`src/wdt_pkg.sv`:
```
// constants, types and register map of the windowed watchdog timer
// assumes an ahb-lite bus master and a count clock sampled as a plain input

package wdt_pkg;

	// ************************************************************
	// register map
	// ************************************************************
	localparam logic [7:0] OFS_MODE = 8'h00;
	localparam logic [7:0] OFS_RELOAD = 8'h04;
	localparam logic [7:0] OFS_FEED = 8'h08;
	localparam logic [7:0] OFS_VALUE = 8'h0C;
	localparam logic [7:0] OFS_WARN = 8'h14;
	localparam logic [7:0] OFS_WINDOW = 8'h18;
	localparam logic [7:0] OFS_CLKCFG = 8'h1C;

	// ************************************************************
	// fields and values
	// ************************************************************
	localparam int BIT_RUN = 0;
	localparam int BIT_RST = 1;
	localparam int BIT_TOF = 2;
	localparam int BIT_WINT = 3;
	localparam int BIT_PROT = 4;
	localparam int BIT_OSCPD = 2;
	localparam int CNT_W = 24;
	localparam logic [CNT_W-1:0] RELOAD_MIN = 24'h00_00FF;
	localparam logic [CNT_W-1:0] WINDOW_RST = 24'hFF_FFFF;
	localparam logic [CNT_W-1:0] WARN_RST = 24'h00_0000;
	localparam logic [CNT_W-1:0] CNT_ZERO = 24'h00_0000;
	localparam logic [CNT_W-1:0] CNT_ONE = 24'h00_0001;
	localparam logic [7:0] FEED_FIRST = 8'hAA;
	localparam logic [7:0] FEED_SECOND = 8'h55;
	localparam logic [1:0] PRESC_LAST = 2'h3;
	localparam logic [1:0] SYNC_LAST = 2'h2;
	localparam logic [1:0] SEL_WDOSC = 2'h1;
	localparam logic [1:0] SEL_RST = 2'h0;

	typedef enum logic {
		FEED_IDLE = 1'b0,
		FEED_HALF = 1'b1
	} feed_e;

	typedef struct packed {
		logic valid;
		logic write;
		logic [7:0] addr;
	} ahb_dp_s;

	typedef struct packed {
		logic run;
		logic rst_en;
		logic protect;
	} mode_s;

	typedef struct packed {
		feed_e feed_st;
		mode_s act;
		mode_s shadow;
		mode_s staged;
		logic tof;
		logic wint;
		logic [CNT_W-1:0] reload_sh;
		logic [CNT_W-1:0] reload_act;
		logic sync_busy;
		logic [1:0] sync_cnt;
		logic [1:0] presc;
		logic [CNT_W-1:0] cnt;
		logic [CNT_W-1:0] cap;
		logic [CNT_W-1:0] snap;
		logic [CNT_W-1:0] warn;
		logic [CNT_W-1:0] win;
		logic [1:0] clk_sel;
		logic osc_pd;
		logic cc_prev;
		ahb_dp_s dp;
		logic [31:0] rdata;
		logic chip_rst;
	} state_s;

endpackage : wdt_pkg

```
`src/windowed_watchdog_timer.sv`:
```
// windowed watchdog timer with an ahb-lite register slave
// assumes COUNT_CLK is synchronous to CLK and slower than CLK/2

`timescale 1ns/1ps
`default_nettype none

module windowed_watchdog_timer (
	input wire logic CLK,
	input wire logic ARST_N,
	input wire logic CE,
	input wire logic COUNT_CLK,
	input wire logic HSEL,
	input wire logic [31:0] HADDR,
	input wire logic [1:0] HTRANS,
	input wire logic HWRITE,
	input wire logic [2:0] HSIZE,
	input wire logic [31:0] HWDATA,
	input wire logic HREADY,
	output logic [31:0] HRDATA,
	output logic HREADYOUT,
	output logic HRESP,
	output logic CHIP_RESET_REQ,
	output logic WARN_IRQ,
	output logic [1:0] CLK_SEL,
	output logic OSC_PD
);

	// ************************************************************
	// state
	// ************************************************************
	wdt_pkg::state_s s;
	wdt_pkg::state_s n;
	logic tick;
	logic wr;
	logic feed_ok;
	logic feed_err;
	logic early;
	logic tout;
	logic prot_err;
	logic ev;
	logic [7:0] fb;
	logic [wdt_pkg::CNT_W-1:0] load_val;
	logic [wdt_pkg::CNT_W-1:0] dec;

	localparam wdt_pkg::state_s RST_S = '{
		feed_st: wdt_pkg::FEED_IDLE,
		act: '0,
		shadow: '0,
		staged: '0,
		tof: 1'b0,
		wint: 1'b0,
		reload_sh: wdt_pkg::RELOAD_MIN,
		reload_act: wdt_pkg::RELOAD_MIN,
		sync_busy: 1'b0,
		sync_cnt: '0,
		presc: '0,
		cnt: wdt_pkg::RELOAD_MIN,
		cap: wdt_pkg::RELOAD_MIN,
		snap: wdt_pkg::RELOAD_MIN,
		warn: wdt_pkg::WARN_RST,
		win: wdt_pkg::WINDOW_RST,
		clk_sel: wdt_pkg::SEL_RST,
		osc_pd: 1'b0,
		cc_prev: 1'b0,
		dp: '0,
		rdata: '0,
		chip_rst: 1'b0
	};

	// ************************************************************
	// next state
	// ************************************************************
	always_comb begin
		n = s;
		n.chip_rst = 1'b0;
		// count clock is sampled, so its edge is one bus cycle wide
		tick = COUNT_CLK & ~s.cc_prev;
		n.cc_prev = COUNT_CLK;
		wr = s.dp.valid & s.dp.write;
		fb = HWDATA[7:0];
		feed_ok = 1'b0;
		feed_err = 1'b0;
		early = 1'b0;
		tout = 1'b0;
		prot_err = 1'b0;
		dec = s.cnt - wdt_pkg::CNT_ONE;
		if (s.reload_act < wdt_pkg::RELOAD_MIN) begin
			load_val = wdt_pkg::RELOAD_MIN;
		end else begin
			load_val = s.reload_act;
		end

		// mode and reload reach the count side after three ticks
		if (s.sync_busy && tick) begin
			n.sync_cnt = s.sync_cnt + 2'h1;
			if (s.sync_cnt == wdt_pkg::SYNC_LAST) begin
				n.sync_busy = 1'b0;
				n.reload_act = s.reload_sh;
				n.staged = s.shadow;
			end
		end

		// bus writes, clears come before hardware sets
		if (wr) begin
			case (s.dp.addr)
				wdt_pkg::OFS_MODE: begin
					n.shadow.run = s.shadow.run | HWDATA[wdt_pkg::BIT_RUN];
					n.shadow.rst_en = s.shadow.rst_en | HWDATA[wdt_pkg::BIT_RST];
					n.shadow.protect = s.shadow.protect | HWDATA[wdt_pkg::BIT_PROT];
					if (HWDATA[wdt_pkg::BIT_TOF]) begin
						n.tof = 1'b0;
					end
					if (HWDATA[wdt_pkg::BIT_WINT]) begin
						n.wint = 1'b0;
					end
					n.sync_busy = 1'b1;
					n.sync_cnt = '0;
				end
				wdt_pkg::OFS_RELOAD: begin
					if (!s.act.protect || (s.cnt < s.warn)) begin
						n.reload_sh = HWDATA[wdt_pkg::CNT_W-1:0];
						n.sync_busy = 1'b1;
						n.sync_cnt = '0;
					end else begin
						prot_err = 1'b1;
					end
				end
				wdt_pkg::OFS_FEED: begin
					case (s.feed_st)
						wdt_pkg::FEED_IDLE: begin
							if (fb == wdt_pkg::FEED_FIRST) begin
								n.feed_st = wdt_pkg::FEED_HALF;
							end else begin
								feed_err = 1'b1;
							end
						end
						wdt_pkg::FEED_HALF: begin
							n.feed_st = wdt_pkg::FEED_IDLE;
							if (fb == wdt_pkg::FEED_SECOND) begin
								feed_ok = 1'b1;
							end else begin
								feed_err = 1'b1;
							end
						end
						default: begin
							n.feed_st = wdt_pkg::FEED_IDLE;
						end
					endcase
				end
				wdt_pkg::OFS_WARN: begin
					n.warn = HWDATA[wdt_pkg::CNT_W-1:0];
				end
				wdt_pkg::OFS_WINDOW: begin
					n.win = HWDATA[wdt_pkg::CNT_W-1:0];
				end
				wdt_pkg::OFS_CLKCFG: begin
					if (!s.act.run) begin
						n.clk_sel = HWDATA[1:0];
					end
					n.osc_pd = HWDATA[wdt_pkg::BIT_OSCPD];
				end
				default: begin
				end
			endcase
		end

		// a valid feed applies staged mode and reloads
		if (feed_ok) begin
			if (s.act.run && (s.cnt > s.win)) begin
				early = 1'b1;
			end else if (s.act.run || s.staged.run) begin
				n.act.run = 1'b1;
				n.act.rst_en = s.act.rst_en | s.staged.rst_en;
				n.act.protect = s.act.protect | s.staged.protect;
				n.cnt = load_val;
				n.presc = '0;
			end
		end

		// prescaler by four, then the down-counter
		if (s.act.run && tick && !feed_ok) begin
			n.presc = s.presc + 2'h1;
			if (s.presc == wdt_pkg::PRESC_LAST && s.cnt != wdt_pkg::CNT_ZERO) begin
				n.cnt = dec;
				if (dec == s.warn) begin
					n.wint = 1'b1;
				end
				if (dec == wdt_pkg::CNT_ZERO) begin
					tout = 1'b1;
				end
			end
		end
		if (tick) begin
			n.cap = n.cnt;
		end
		n.snap = s.cap;

		// events only count while the watchdog runs
		ev = s.act.run & (tout | early | feed_err | prot_err);
		if (ev) begin
			n.tof = 1'b1;
			if (s.act.rst_en) begin
				// flag kept, mode, feed state, count and prescaler back to stopped
				n.chip_rst = 1'b1;
				n.act = '0;
				n.shadow = '0;
				n.staged = '0;
				n.feed_st = wdt_pkg::FEED_IDLE;
				n.cnt = wdt_pkg::RELOAD_MIN;
				n.presc = '0;
			end
		end

		// address phase, read data captured for the data phase
		n.dp.valid = HSEL & HREADY & HTRANS[1];
		n.dp.write = HWRITE;
		n.dp.addr = HADDR[7:0];
		if (HSEL && HREADY && HTRANS[1] && !HWRITE) begin
			case (HADDR[7:0])
				wdt_pkg::OFS_MODE: begin
					n.rdata = {27'h000_0000, s.act.protect, s.wint, s.tof,
						s.act.rst_en, s.act.run};
				end
				wdt_pkg::OFS_RELOAD: begin
					n.rdata = {8'h00, s.reload_sh};
				end
				wdt_pkg::OFS_VALUE: begin
					n.rdata = {8'h00, s.snap};
				end
				wdt_pkg::OFS_WARN: begin
					n.rdata = {8'h00, s.warn};
				end
				wdt_pkg::OFS_WINDOW: begin
					n.rdata = {8'h00, s.win};
				end
				wdt_pkg::OFS_CLKCFG: begin
					n.rdata = {29'h0000_0000, s.osc_pd, s.clk_sel};
				end
				default: begin
					n.rdata = 32'h0000_0000;
				end
			endcase
		end
	end

	// ************************************************************
	// registers
	// ************************************************************
	always_ff @(posedge CLK or negedge ARST_N) begin
		if (!ARST_N) begin
			s <= RST_S;
		end else if (CE) begin
			s <= n;
		end
	end

	assign HRDATA = s.rdata;
	assign HREADYOUT = 1'b1;
	assign HRESP = 1'b0;
	assign CHIP_RESET_REQ = s.chip_rst;
	assign WARN_IRQ = s.wint;
	assign CLK_SEL = s.clk_sel;
	// a running watchdog must keep its own oscillator alive
	assign OSC_PD = s.osc_pd & ~(s.act.run & (s.clk_sel == wdt_pkg::SEL_WDOSC));
endmodule : windowed_watchdog_timer

`default_nettype wire

```
`config.mk`:
```
export PLATFORM = sky130hd
export DESIGN_NAME = windowed_watchdog_timer
export DESIGN_NICKNAME = d
export VERILOG_FILES = /design/src/wdt_pkg.sv /design/src/windowed_watchdog_timer.sv
export SDC_FILE = /design/constraint.sdc
export NUM_CORES = 1
export LEC_CHECK = 0
export BUFFER_PORTS_ARGS = -buffer_cell sky130_fd_sc_hd__clkbuf_2
export CAP_MARGIN = 20
export CORE_AREA = 4 4 172 174
export DETAILED_ROUTE_END_ITERATION = 16
export DIE_AREA = 0 0 176 178
export GPL_TIMING_DRIVEN = 0
export PLACE_DENSITY = 0.61
export SLEW_MARGIN = 30
export SYNTH_ARGS = -nofsm -noshare
export SYNTH_HDL_FRONTEND = slang
export SYNTH_SLANG_ARGS = --single-unit
export TNS_END_PERCENT = 30
```
`constraint.sdc`:
```
create_clock -name CLK -period 9 [get_ports CLK]
set_clock_uncertainty 0.15 [all_clocks]
set_input_delay 1.8 -clock CLK [delete_from_list [all_inputs] [get_ports CLK]]
set_output_delay 1.8 -clock CLK [all_outputs]
set_load 0.01 [all_outputs]
```
==> flow_summary.toml <==
[worst_setup_path]
worstPathArrival_ps = 5370
cp.required_ps = 9270
critical_path_class = "reg2reg"
cp_max_fo = 10
rrSetupSlack_ps = 3900
cp-start-kind = "flop"
crit_path_end_kind = "flop"

[clocking]
numClockSinks = 224
clkLatencyLatePin_ps = 540
root_buffer = "clkbuf_16"
numCtsBuffers = 26
post_cts_buffers = 0
cts_tree = "yes"
path_clk_slew_ps = 60
ctsHoldBuffers = 0
clock_path_buffers = 3
htree_levels = 1
cts_resized = 0

[timing]
finalSetupViolCount = 0
setup_tns_ps = 0
relSlewSlack = 0.313
holdWs_ps = 306
fin_crit_sh = 0.566
slew_viol_final = 0
min_period_ps = 5100
fmax_mhz = 196
rsz0062_at_grt = "no"
worst_slew_pin_slew_ps = 1030
hold_viol = 0

[yosys]
synthArstFlopShare = 1.00
post-synth-top-area-fraction = 0.322
yosysSeqAreaShare = 0.457
synthCells = 1299
yosysWarnings = 0
synthTopCellsByArea = "dfrtp_1, dfstp_2, nand2_1"
synth_edf_count = 0
synth_area_leader_cell = "dfrtp_1"
syn_area_sq_um = 12400
ys_types = 76
synth-seq-cells = 224
synth-main-ff-cell = "dfrtp_1"
synth.avg_cell_area_sq_um = 9.58

[finish]
seq_area_sq_um = 5690
nFillCells = 2669
n_antenna_cell = 0
fin_nets = 1531
areaGrowthSynthToFinish_pct = 14.2
multi_input_area_sq_um = 6000
drive_above_1_share = 0.220

[power]
internal_power_uw = 1940
p_seq_frac = 0.451
p_total_uw = 2740
switchingPower_uw = 796
p_clk_frac = 0.385
p_sw_frac = 0.291
p_leak_uw = 0.00636
power_density_nw_per_um2 = 193
ir_drop_v = 0.000132
combPwrFrac = 0.164

[grt]
grt_pass1_wl_um = 64200
grt_pass1_vias = 10200
grt_max_degree = 81
overflow = 0
grt_antenna_before_repair = 0
grt_usage = 0.272

[route]
routed-via-count = 10600
drt-total-wl_um = 42900
post_drt_wl_per_cell_um = 23.8
dr.pass1.iters = 5
drtAntennaViolNets = 0
drc = 0
avgViaCountPerCell = 5.86
first_iter_violations = 1072

[place]
gp_congestion = 0.954
dpl.hpwl_um = 32100
portBuffers = 64

[die]
fp.dieW_um = 176
die_area_sq_um = 31300
core.rowCount = 61
io_pins = 115
initial_core_util = 0.448
die_h_um = 178
core_sq_um = 27800

[job]
maxCapViolCount = 0

[min_path]
min_path_type = "reg2reg"

[run_status]
status = "completed"
-- power by group through the flow --
stage | Clock [uW] | Combinational, uW | Sequential (uW)
global placement | 0 | 429 | 1240
finish | 1050 | 448 | 1230
detailed placement | 0 | 443 | 1250
CTS | 1070 | 446 | 1230
global route | 1110 | 500 | 1250
floorplan | 0 | 311 | 1210
-- worst paths after layout --
check | startpoint | to | depth (start not counted)
setup / recovery | s[94]$_DFFE_PN0P_ | s[217]$_DFFE_PN0P_ | 10
hold / removal | s[175]$_DFFE_PN1P_ | s[175]$_DFFE_PN1P_ | 2
setup reg to reg | s[94]$_DFFE_PN0P_ | s[217]$_DFFE_PN0P_ | 10
hold reg to reg | s[175]$_DFFE_PN1P_ | s[175]$_DFFE_PN1P_ | 2
max in group asynchronous | ARST_N | s[70]$_DFFE_PN1P_ | 3
min in group asynchronous | ARST_N | HRDATA[16]$_DFFE_PN0P_ | 1
-- per-layer routing --
metal / vias to the layer above / share of wire / track usage / routed length (um)
met5: - / 0 / 0 / 0
met4: 0 / 0.024 / 0.0650 / 1010
met3: 73 / 0.086 / 0.0670 / 3700
met2: 407 / 0.45 / 0.432 / 19400
met1: 5269 / 0.44 / 0.378 / 18700
li1: 4804 / - / - / -
-- state kept, by name, summed over array words and instances (netlist names) --
signal          flops
n                  24
HRDATA             24
CHIP_RESET_REQ      1
s                 172
CLK_SEL             2
WARN_IRQ            1
-- placed cells by master, fill, tap and decap left out, types with 53 or more instances in the layout --
cell type	instances
clkbuf_1	68
clkbuf_2	63
dfrtp_1	160
dfstp_2	64
ha_1	53
inv_1	58
mux2_2	65
nand2_1	209
nor2_1	72
o21ai_0	113
-- logic make-up after synthesis --
kind of cell    count (synthesis)  share of synthesized area
simple gates                  444                      0.170
other cells                     2                   0.000604
compound gates                307                      0.165
buf+inv                       165                     0.0646
mux                            72                     0.0675
flops                         224                      0.457
xor+xnor                       32                     0.0225
fa+ha+maj                      53                     0.0533
-- cells in the mapped netlist (6+ instances only) --
library cell	number
nand2b_1	10
xnor2_1	25
clkbuf_1	55
nand3_1	21
a22oi_1	6
or3_1	9
mux2_2	65
nand3b_1	6
nor4_1	21
o21ai_0	113
nand2_1	209
a21oi_1	47
dfrtp_1	160
o211ai_1	7
nand4_1	19
a21o_1	6
buf_2	6
a22o_1	25
a211oi_1	17
buf_4	37
o31ai_1	6
a221oi_1	25
nor2_1	72
xor2_1	7
ha_1	53
nor3_1	23
o2bb2ai_1	6
dfstp_2	64
and2_1	7
inv_1	58
or2_2	6
a31oi_1	6
-- through the flow --
stage	setup slack, ps	utilization	instance area (sq um)	cells
2_1_floorplan	5130	-	12500	1307
3_3_place_gp	1390	0.478	13300	1749
6_report	3900	0.511	14200	1800
5_1_grt	3580	0.511	14200	1800
4_1_cts	4000	0.511	14200	1800
3_5_place_dp	3840	0.481	13400	1752
-- layout make-up --
cell class	instances	share of cell area
plain buffers	106	0.0410
clock inverters	3	0.00299
repair buffers	67	0.0290
multi-input cells	918	0.422
inverters	59	0.0156
clock buffers	45	0.0558
flip-flops and latches	224	0.400
well taps	378	0.0333
-- worst max-delay path, stage by stage (launching register included) --
cell,delay (ps)
dfrtp_1,420
inv_1,120
ha_1,310
nand4_1,200
nor4_1,780
o211ai_1,310
a2111oi_1,740
o21ai_0,280
nand3_1,520
clkbuf_1,720
mux2_2,410
(Power assumes the default switching activity.)
